### src/hw/lsu_agen_defs.vh
// constants for the load/store address generation block
// assumes a 32-bit core with sixteen registers, 13 = stack, 15 = program counter
`ifndef LSU_AGEN_DEFS_VH
`define LSU_AGEN_DEFS_VH
// addressing modes
`define MODE_OFFSET   2'h0
`define MODE_PRE      2'h1
`define MODE_POST     2'h2
`define MODE_REGOFF   2'h3
// transfer sizes
`define SIZE_BYTE     3'h0
`define SIZE_HALF     3'h1
`define SIZE_WORD     3'h2
`define SIZE_DUAL     3'h3
// register numbers
`define REG_SP        4'hD
`define REG_PC        4'hF
// offset limits, in bytes, and the largest register offset shift
`define OFF_NEG_MAX   13'h00FF
`define OFF_POS_BIG   13'h0FFF
`define OFF_POS_IDX   13'h00FF
`define OFF_DUAL_MAX  13'h03FC
`define SHIFT_MAX     2'h3
// sequencer states
`define ST_IDLE       2'h0
`define ST_ACC1       2'h1
`define ST_ACC2       2'h2
`define ST_DONE       2'h3
`endif

### src/hw/load_extend.v
// load data extender: byte/halfword zero or sign extension to a word
// assumes data arrives right-aligned in the low lanes
module load_extend #(
   parameter W = 32
) (
   // data
   input  wire [W-1:0] raw_i,
   input  wire [2:0]   size_i,
   input  wire         signed_i,
   output reg  [W-1:0] ext_o
);
`include "lsu_agen_defs.vh"
   always @* begin
      case (size_i)
         `SIZE_BYTE: ext_o = {{(W-8){signed_i & raw_i[7]}}, raw_i[7:0]};
         `SIZE_HALF: ext_o = {{(W-16){signed_i & raw_i[15]}}, raw_i[15:0]};
         default:    ext_o = raw_i;
      endcase
   end
endmodule // load_extend

### src/hw/load_store_address_generation.v
// load/store address generation, writeback and operand checking
// assumes decode presents one instruction at a time with a start pulse and
// the memory answers each access with a one-cycle done pulse
//
// Behaviour
// - loads fill one or two registers; stores write one or two values
// - offset mode: address is base plus/minus immediate, base kept
// - pre-indexed: address is base plus/minus immediate, written back too
// - post-indexed: access at base, then base plus/minus immediate written back
// - single offsets -255..4095 in offset mode, -255..255 when indexed
// - dual offsets are multiples of four within -1020..+1020
// - byte, halfword, word and dual sizes; signed byte and halfword loads
// - unsigned loads zero-extend, signed loads sign-extend to 32 bits
// - word load into program counter branches with bit 0 cleared
// - condition flags are never changed by these forms
// - register offset: base plus offset register shifted 0..3, no writeback
module load_store_address_generation #(
   parameter W = 32
) (
   // clock and reset
   input  wire         clk_i,
   input  wire         reset_i,
   // decoded instruction
   input  wire         start_i,
   input  wire         is_load_i,
   input  wire [1:0]   mode_i,
   input  wire [2:0]   size_i,
   input  wire         signed_i,
   input  wire         add_i,
   input  wire [12:0]  imm_i,
   input  wire [1:0]   shift_i,
   input  wire [3:0]   base_reg_i,
   input  wire [3:0]   data_reg_i,
   input  wire [3:0]   second_data_reg_i,
   input  wire [3:0]   offset_reg_i,
   input  wire         in_cond_block_i,
   input  wire         last_in_block_i,
   // register file operands
   input  wire [W-1:0] base_val_i,
   input  wire [W-1:0] offset_val_i,
   input  wire [W-1:0] data_val_i,
   input  wire [W-1:0] second_data_val_i,
   // memory system
   output reg          mem_req_o,
   output reg          mem_write_o,
   output reg  [W-1:0] mem_addr_o,
   output reg  [W-1:0] mem_wdata_o,
   output reg  [2:0]   mem_size_o,
   input  wire         mem_done_i,
   input  wire [W-1:0] mem_rdata_i,
   // register file writes
   output reg          rf_we_o,
   output reg  [3:0]   rf_waddr_o,
   output reg  [W-1:0] rf_wdata_o,
   output reg          wb_we_o,
   output reg  [3:0]   wb_waddr_o,
   output reg  [W-1:0] wb_wdata_o,
   // branch, status
   output reg          branch_o,
   output reg  [W-1:0] branch_target_o,
   output reg          flags_we_o,
   output reg          busy_o,
   output reg          done_o,
   output reg          illegal_o,
   output reg          unpredictable_o
);
`include "lsu_agen_defs.vh"

////////////////////////////////////////////////////////////////////////////////
// operand checks and address arithmetic

   wire         dual     = (size_i == `SIZE_DUAL);
   wire         indexed  = (mode_i == `MODE_PRE) || (mode_i == `MODE_POST);
   wire         regoff   = (mode_i == `MODE_REGOFF);
   wire         word     = (size_i == `SIZE_WORD);
   wire         t_sp     = (data_reg_i == `REG_SP);
   wire         t_pc     = (data_reg_i == `REG_PC);
   wire         t2_bad   = (second_data_reg_i == `REG_SP) || (second_data_reg_i == `REG_PC);
   wire [12:0]  off_lim  = dual ? `OFF_DUAL_MAX :
                           (add_i ? ((mode_i == `MODE_OFFSET) ? `OFF_POS_BIG : `OFF_POS_IDX)
                                  : `OFF_NEG_MAX);
   wire         off_bad  = !regoff && ((imm_i > off_lim) ||
                           (dual && (imm_i[1:0] != 2'h0)));
   // shape errors: no signed stores, no dual register offset, shift 0..3
   wire         shape_bad = (signed_i && (!is_load_i || word || dual)) ||
                            (regoff && dual) || (shift_i > `SHIFT_MAX);
   wire         base_clash = indexed && ((base_reg_i == data_reg_i) ||
                             (dual && (base_reg_i == second_data_reg_i)));
   wire         ld_bad   = is_load_i && (((t_sp || t_pc) && !word) ||
                           (dual && (t2_bad || (data_reg_i == second_data_reg_i))));
   wire         st_bad   = !is_load_i && ((t_sp && !word) || t_pc ||
                           (base_reg_i == `REG_PC) || (dual && t2_bad));
   wire         ro_bad   = regoff && ((offset_reg_i == `REG_SP) ||
                           (offset_reg_i == `REG_PC) || (base_reg_i == `REG_PC));
   wire         blk_bad  = is_load_i && t_pc && word && in_cond_block_i &&
                           !last_in_block_i;
   wire         unpred   = base_clash || ld_bad || st_bad || ro_bad || blk_bad;
   wire         illeg    = off_bad || shape_bad;

   wire [W-1:0] imm_ext  = {{(W-13){1'b0}}, imm_i};
   wire [W-1:0] off_amt  = regoff ? (offset_val_i << shift_i) : imm_ext;
   wire [W-1:0] sum      = (add_i || regoff) ? (base_val_i + off_amt)
                                             : (base_val_i - off_amt);
   wire [W-1:0] first_addr = (mode_i == `MODE_POST) ? base_val_i : sum;

////////////////////////////////////////////////////////////////////////////////
// access sequencer

   reg [1:0]   state_reg, state_next;
   reg         load_reg;
   reg         dual_reg;
   reg         sgn_reg;
   reg [2:0]   size_reg;
   reg [3:0]   t_reg, t2_reg, n_reg;
   reg [W-1:0] addr_reg;
   reg [W-1:0] d2_reg;
   reg         wb_pend_reg;
   reg [W-1:0] wb_val_reg;
   wire [W-1:0] ext_data;

   load_extend #(.W(W)) u_extend (
      .raw_i    (mem_rdata_i),
      .size_i   (size_reg),
      .signed_i (sgn_reg),
      .ext_o    (ext_data)
   );

   always @* begin
      state_next = state_reg;
      case (state_reg)
         `ST_IDLE: if (start_i && !illeg && !unpred) state_next = `ST_ACC1;
         `ST_ACC1: if (mem_done_i) state_next = dual_reg ? `ST_ACC2 : `ST_DONE;
         `ST_ACC2: if (mem_done_i) state_next = `ST_DONE;
         `ST_DONE: state_next = `ST_IDLE;
         default:  state_next = `ST_IDLE;
      endcase
   end

   always @(posedge clk_i) begin
      if (reset_i) begin
         state_reg       <= `ST_IDLE;
         load_reg        <= 1'b0;
         dual_reg        <= 1'b0;
         sgn_reg         <= 1'b0;
         size_reg        <= `SIZE_WORD;
         t_reg           <= 4'h0;
         t2_reg          <= 4'h0;
         n_reg           <= 4'h0;
         addr_reg        <= {W{1'b0}};
         d2_reg          <= {W{1'b0}};
         wb_pend_reg     <= 1'b0;
         wb_val_reg      <= {W{1'b0}};
         mem_req_o       <= 1'b0;
         mem_write_o     <= 1'b0;
         mem_addr_o      <= {W{1'b0}};
         mem_wdata_o     <= {W{1'b0}};
         mem_size_o      <= `SIZE_WORD;
         rf_we_o         <= 1'b0;
         rf_waddr_o      <= 4'h0;
         rf_wdata_o      <= {W{1'b0}};
         wb_we_o         <= 1'b0;
         wb_waddr_o      <= 4'h0;
         wb_wdata_o      <= {W{1'b0}};
         branch_o        <= 1'b0;
         branch_target_o <= {W{1'b0}};
         flags_we_o      <= 1'b0;
         busy_o          <= 1'b0;
         done_o          <= 1'b0;
         illegal_o       <= 1'b0;
         unpredictable_o <= 1'b0;
      end else begin
         state_reg  <= state_next;
         flags_we_o <= 1'b0;
         rf_we_o    <= 1'b0;
         wb_we_o    <= 1'b0;
         branch_o   <= 1'b0;
         done_o     <= 1'b0;
         illegal_o  <= 1'b0;
         unpredictable_o <= 1'b0;
         case (state_reg)
            `ST_IDLE: begin
               if (start_i) begin
                  illegal_o       <= illeg;
                  unpredictable_o <= unpred;
                  if (!illeg && !unpred) begin
                     load_reg    <= is_load_i;
                     dual_reg    <= dual;
                     sgn_reg     <= signed_i;
                     size_reg    <= dual ? `SIZE_WORD : size_i;
                     t_reg       <= data_reg_i;
                     t2_reg      <= second_data_reg_i;
                     n_reg       <= base_reg_i;
                     addr_reg    <= first_addr;
                     d2_reg      <= second_data_val_i;
                     wb_pend_reg <= indexed;
                     wb_val_reg  <= sum;
                     mem_req_o   <= 1'b1;
                     mem_write_o <= !is_load_i;
                     mem_addr_o  <= first_addr;
                     mem_wdata_o <= data_val_i;
                     mem_size_o  <= dual ? `SIZE_WORD : size_i;
                     busy_o      <= 1'b1;
                  end
               end
            end
            `ST_ACC1, `ST_ACC2: begin
               if (mem_done_i) begin
                  if (load_reg) begin
                     // pc destination goes to the branch unit, not the file
                     if (state_reg == `ST_ACC1 && t_reg == `REG_PC) begin
                        branch_o        <= 1'b1;
                        branch_target_o <= {ext_data[W-1:1], 1'b0};
                     end else begin
                        rf_we_o    <= 1'b1;
                        rf_waddr_o <= (state_reg == `ST_ACC1) ? t_reg : t2_reg;
                        rf_wdata_o <= ext_data;
                     end
                  end
                  if (state_reg == `ST_ACC1 && dual_reg) begin
                     // second word sits four bytes above the first
                     mem_addr_o  <= addr_reg + 32'h00000004;
                     mem_wdata_o <= d2_reg;
                  end else begin
                     mem_req_o <= 1'b0;
                  end
               end
            end
            `ST_DONE: begin
               // writeback after the accesses, so post-index uses the old base
               wb_we_o     <= wb_pend_reg;
               wb_waddr_o  <= n_reg;
               wb_wdata_o  <= wb_val_reg;
               wb_pend_reg <= 1'b0;
               busy_o      <= 1'b0;
               done_o      <= 1'b1;
            end
            default: begin
               mem_req_o <= 1'b0;
               busy_o    <= 1'b0;
            end
         endcase
      end
   end

endmodule // load_store_address_generation

### config.mk
export PLATFORM = sky130hd
export DESIGN_NAME = load_store_address_generation
export DESIGN_NICKNAME = d
export VERILOG_FILES = /design/src/hw/load_extend.v /design/src/hw/load_store_address_generation.v
export VERILOG_INCLUDE_DIRS = /design/src /design/src/hw
export SDC_FILE = /design/constraint.sdc
export NUM_CORES = 1
export LEC_CHECK = 0
export ABC_AREA = 1
export BUFFER_PORTS_ARGS = -buffer_cell sky130_fd_sc_hd__buf_2
export CAP_MARGIN = 20
export CORE_MARGIN = 5
export CORE_UTILIZATION = 50
export DETAILED_ROUTE_END_ITERATION = 10
export GPL_TIMING_DRIVEN = 0
export PLACE_DENSITY = 0.8
export SYNTH_ARGS = -nofsm -noshare
export SYNTH_HDL_FRONTEND = slang
export SYNTH_SLANG_ARGS = --single-unit
### constraint.sdc
create_clock -name clk_i -period 4 [get_ports clk_i]
set_input_delay 0.4 -clock clk_i [delete_from_list [all_inputs] [get_ports clk_i]]
set_output_delay 0.4 -clock clk_i [all_outputs]
set_load 0.005 [all_outputs]
# ---- Word-level counts from Yosys, hierarchy flattened
# Index checks and enable logic that the tools add are counted.
dict set report classes {
  n_addsub 3
  n_lt_le_gt_ge 2
  eq_ne 28
  shift 1
  mux 36
  n_bitwise 9
  n_reduce_logical 67
}
# operator count
set ops {}
lappend ops {{two-way mux 32 bit} 11}
lappend ops {{one-hot mux 32 bit (2 select lines)} 3}
lappend ops {{two-way mux 12 bit} 3}
lappend ops {{adder 32 x 3 -> 32 bit (second input constant)} 1}
lappend ops {{adder 32 bit} 1}
lappend ops {{== test 4 bit (second input constant)} 8}
lappend ops {{left shift 32 x 2 -> 32 bit} 1}
lappend ops {{subtractor 32 bit} 1}
lappend ops {{logical AND 1 bit} 22}
lappend ops {{logical OR 1 bit} 22}
lappend ops {{inequality test 2 bit (second input constant)} 8}
lappend ops {{greater-than comparator 13 x 12 -> 1 bit} 1}
lappend ops {{== test 4 bit} 3}
lappend ops {{two-way mux 1 bit} 10}
lappend ops {{AND reduction 5 bit} 2}
lappend ops {{AND reduction 3 bit} 3}
lappend ops {{== test 2 bit (second input constant)} 4}
lappend ops {{one-hot mux 2 bit (4 select lines)} 1}
lappend ops {{AND reduction 4 bit} 2}
lappend ops {{NOT 1 bit} 7}
lappend ops {{== test 3 x 2 -> 1 bit (second input constant)} 2}
lappend ops {{logical NOT 1 bit} 6}
lappend ops {{two-way mux 2 bit} 3}
lappend ops {{one-hot mux 1 bit (2 select lines)} 3}
lappend ops {{12 further kinds} 18}
dict set report totals {
  register_bits 293
  inputBits 205
  output_inout_bits 181
  elab_cells 174
}

# ---- Longest topological paths before layout
dict set report logic_depth {
  ltp_word 15
  mapped_depth 31
  ltp_nobuf 30
}

# ---- Modules after synthesis
# Synthesis repeated with hierarchy kept, for this count alone.
dict set report hier_totals {
  hier_cells 2262
  hier_area_um2 15807.7
}
# module instances cells_per_inst area_per_inst_um2 seq_area_each_um2
set modules_own_cells {}
lappend modules_own_cells {load_store_address_generation 1 2191 15477.3 5865.6}
lappend modules_own_cells {load_extend 1 71 330.3 0.0}

# ---- Worst setup path before layout
# OpenSTA, ideal clock, no wires.
dict set report synth_timing {
  path_kind {in2reg}
  start {input port mode_i[0]}
  end {register mem_addr_o[27]}
  setup_time_ns 0.070
  arrival_time_ns 3.645
  required_time_ns 3.930
  path_slack_ns 0.285
  cell_stages 28
  path_buffers 1
  path_cell_list {ha_1 buf_4 nand2_4 inv_2 nand2_1 nand2_1 inv_1 ha_1 inv_1 nor3b_2 nand2_1 nor3_2 nand3_1 nand2_1 nand2_1 ha_1 a21oi_1 o21ai_0 a21oi_1 nand2_1 nand2_1 nand2_1 nand2_1 nand3_1 nand3_1 o21ai_0 or2_1 a21oi_1}
}
dict set report synth_between {
  elab_chain_cells 12
  elab_cells_between_ends 36
}
# item line_no
set synth_rtl {}
lappend synth_rtl {{start: declaration} load_store_address_generation.v:26} ;# input wire [1:0] mode_i,
lappend synth_rtl {{branches (longest 12 deep; another with subtractor 32 bit)} --}
lappend synth_rtl {{end signal: assignment} load_store_address_generation.v:155} ;# mem_addr_o <= {W{1'b0}};
lappend synth_rtl {{end signal: assignment} load_store_address_generation.v:199} ;# mem_addr_o <= first_addr;
lappend synth_rtl {{end signal: assignment} load_store_address_generation.v:221} ;# mem_addr_o <= addr_reg + 32'h00000004;
lappend synth_rtl {{end: declaration} load_store_address_generation.v:46} ;# output reg [W-1:0] mem_addr_o,
# Parallel ways; which one is timed is not known. The select of a mux whose other input is x is not followed.
# A chain may end at the register's enable or synchronous reset.

# ---- Worst setup path after layout
dict set report layout_timing {
  start {input port mode_i[1]}
  end {register mem_addr_o[19]}
}
# Same word-level chain as after synthesis.

==> flow_summary_export.csv <==
group,metric,value,unit
run_status,status,"completed",
logic_synthesis,ys_warn_count,0,
floorplanning,fp.coreArea,30300,um^2
global_route,grt_usage,0.337,
sta,setup_slack,0.173,ns
routing,post_drt_via_cell_ratio,5.78,
floorplanning,rows,64,
min_path,hold_path.startpoint,"second_data_val_i[11]",
placement,port_buffers,380,
logic_synthesis,ys_seq_elements,293,
clocking,numClockSinks,293,
logic_synthesis,post-synth-top-count-cell,"nand2_1",
clocking,cts_tree,"yes",
power,totalPowerFinal,10.4,mW
clocking,clock_tree.root_cell,"clkbuf_16",
run,maxCapViolations,0,
worst_setup_path,crit_fanout,10,
power,ir_drop,406,uV
worst_setup_path,required,4.48,ns
logic_synthesis,synth_mux_area_frac,0.0314,
worst_setup_path,r2r_start,"state_reg[0]",
logic_synthesis,synth_adder_area_share,0.0423,
final_layout,drive_gt1_frac,0.234,
logic_synthesis,async_flop_share,0,
sta,finalCriticalPeriod,3.83,ns
power,power.density,542,nW/um^2
worst_setup_path,cp_num_buf_inv,7,
logic_synthesis,yosysSeqAreaShare,0.384,
final_layout,syn2layout_area_growth,25.9,%
logic_synthesis,synth_top_area_frac,0.384,
worst_setup_path,cpPeakStageDelay,0.34,ns
worst_setup_path,cp_slowest_cell,"ha_1",
sta,slew_headroom,0.409,
sta,rsz0062_at_grt,"true",
global_route,grt_antenna_before_repair,2,
logic_synthesis,yosysUniqueCellTypes,55,
logic_synthesis,synth_xor_area_frac,0.0292,
worst_setup_path,endpoint,"mem_addr_o[19]",
clocking,clock_path_buffers,3,
sta,worst_pin_slew,0.887,ns
sta,finalSetupViolCount,0,
floorplanning,io-pin-count,386,
routing,post_drt_wl_per_cell,20.6,um
placement,gp_congestion,0.986,
logic_synthesis,ys_dominant_reg_cell,"dfxtp_1",
min_path,min_path_type,"input port to register",
logic_synthesis,synth.area.top_cells,"dfxtp_1 38%, o21ai_0 11%, nand2_1 8.3%, nor2_1 7.3%, a21oi_1 6.8%",
routing,wirelength,61.6,mm
logic_synthesis,synth_area,15300,um^2
floorplanning,die_area,34100,um^2
sta,drv_slew,0,
worst_setup_path,crit_type,"input port to register",
placement,dp_hpwl,48.2,mm
worst_setup_path,reg2reg_depth,9,
global_route,grt_max_degree,17,
routing,drt_iter0_markers,1560,
worst_setup_path,reg2reg_to,"rf_wdata_o[29]",
floorplanning,fp.dieH,185,um
power,p_leak,9.15,nW
routing,drcViolationCount,0,
worst_setup_path,cp-end-kind,"register",
clocking,numCtsBuffers,30,
sta,finalClockSkew,0.0276,ns
clocking,htreeDepth,1,
routing,drt_pre_antenna_iters,5,
logic_synthesis,syn_inst,2142,
min_path,min_path_cells,3,
sta,hold_viol_final,0,
logic_synthesis,synth-compound-area-share,0.225,
logic_synthesis,synth_area_leader_cell,"dfxtp_1",
sta,period_share,0.957,
final_layout,nets,2823,
final_layout,fillers,2783,
global_route,grt_pass1_wl,91.0,mm
clocking,clk_pin_slew,0.06,ns
worst_setup_path,start_kind,"input port",
routing,via_count,17284,
placement,pre_cts_slack,-0.844,ns
clocking,postCtsHoldBufs,0,
floorplanning,fp.dieW,185,um
routing,final_antenna_net_count,0,
worst_setup_path,cp-startpoint,"mode_i[1]",
logic_synthesis,synth.avg_cell_area,7.13,um^2
logic_synthesis,synth_edf_count,0,
floorplanning,start_util,0.503,
worst_setup_path,critPathArrivalTime,4.30,ns
worst_setup_path,regToRegSetupSlack,1.05,ns
global_route,grt_pass1_vias,16252,
global_route,grt_overflow,0,
clocking,clk_latency,0.59,ns
worst_setup_path,crit_cells,27,
logic_synthesis,synthSimpleGateAreaFrac,0.217,
logic_synthesis,yosys-top-cells-count,"338 x nand2_1, 325 x o21ai_0, 299 x nor2_1, 293 x dfxtp_1, 208 x a21oi_1",
sta,fmax,261,MHz
worst_setup_path,cp_top_family,"simple AND/OR/NAND/NOR gates",
logic_synthesis,synth_top_family_by_area,"compound AO/OA/AOI/OAI gates",
-- per-stage QoR --
| stage | setup TNS [ns] | hold WS [ns] | std cells | area (um^2) | util |
|---|---|---|---|---|---|
| global placement | -20.14 | 0.432 | 2919 | 17700 | 0.582 |
| detailed placement | -23.08 | 0.452 | 2919 | 17700 | 0.582 |
| finish | 0 | 0.0406 | 2988 | 19200 | 0.634 |
| global route | -0.457 | 0.0300 | 2988 | 19200 | 0.634 |
| floorplan | 0 | 0.424 | 2143 | 15300 | - |
| CTS | 0 | 0.0194 | 2976 | 18700 | 0.617 |
-- area by class of cell --
| type | count | area [um^2] | area share |
|---|---|---|---|
| well taps | 396 | 495 | 0.0258 |
| repair buffers | 392 | 2000 | 0.104 |
| flip-flops and latches | 293 | 5870 | 0.305 |
| multi-input cells | 1592 | 8780 | 0.456 |
| clock inverters | 15 | 161 | 0.00839 |
| plain buffers | 127 | 589 | 0.0306 |
| diodes | 2 | 5.00 | 0.000260 |
| clock buffers | 40 | 838 | 0.0436 |
| inverters | 131 | 498 | 0.0259 |
-- worst min path at each step --
stage,to
floorplan,wb_wdata_o[31]
finish,d2_reg[11]
CTS,rf_wdata_o[0]
global placement,mem_req_o
global route,rf_wdata_o[0]
detailed placement,mem_req_o
-- power by group --
part           internal (mW)  switching, mW
clock                   1.61           1.23
sequential              3.29          0.218
combinational           1.35           2.73
-- repair_timing --
item | CTS | global route
resized for setup | 7 | 112
buffers inserted | 2 | 10
setup endpoints to repair | 8 | 41
pin swaps | 1 | 28
-- worst reg2reg max path: cells and delay by family, from the launching register on --
family                   cells  cell delay (ns)
AO/OA/AOI/OAI                2             0.32
adder cells (fa/ha/maj)      1             0.29
buffers and inverters        5             1.47
flip-flops                   1             0.37
AND/OR/NAND/NOR              1             0.44
-- cells in the final DEF (no fill, tap or decap), types with 35 or more instances in the layout --
cell type	synthesis	routed
a21oi_1	208	188
a31oi_1	36	35
buf_2	17	397
clkbuf_1	87	91
dfxtp_1	293	293
ha_1	50	43
inv_1	120	118
mux2i_1	48	48
nand2_1	338	321
nand3_1	81	70
nor2_1	299	288
o21ai_0	325	310
-- cells by family (layout without fill, tap and decap cells) --
logic type | Yosys count | count (layout)
buffers and inverters | 258 | 705
DFF | 293 | 293
and+or+nand+nor | 795 | 795
adders and majority gates | 51 | 51
other | 1 | 4
xor gates and xnor gates | 51 | 51
AOI/OAI and AO/OA | 645 | 645
muxes | 48 | 48
-- layer usage --
metal,part of all wire,vias to the layer above,GRT usage
li1,-,8116,-
met1,0.40,8123,0.436
met2,0.46,870,0.551
met3,0.094,175,0.0568
met4,0.052,0,0.155
met5,0,-,0
Note: power is estimated with default switching activity, not from simulation.
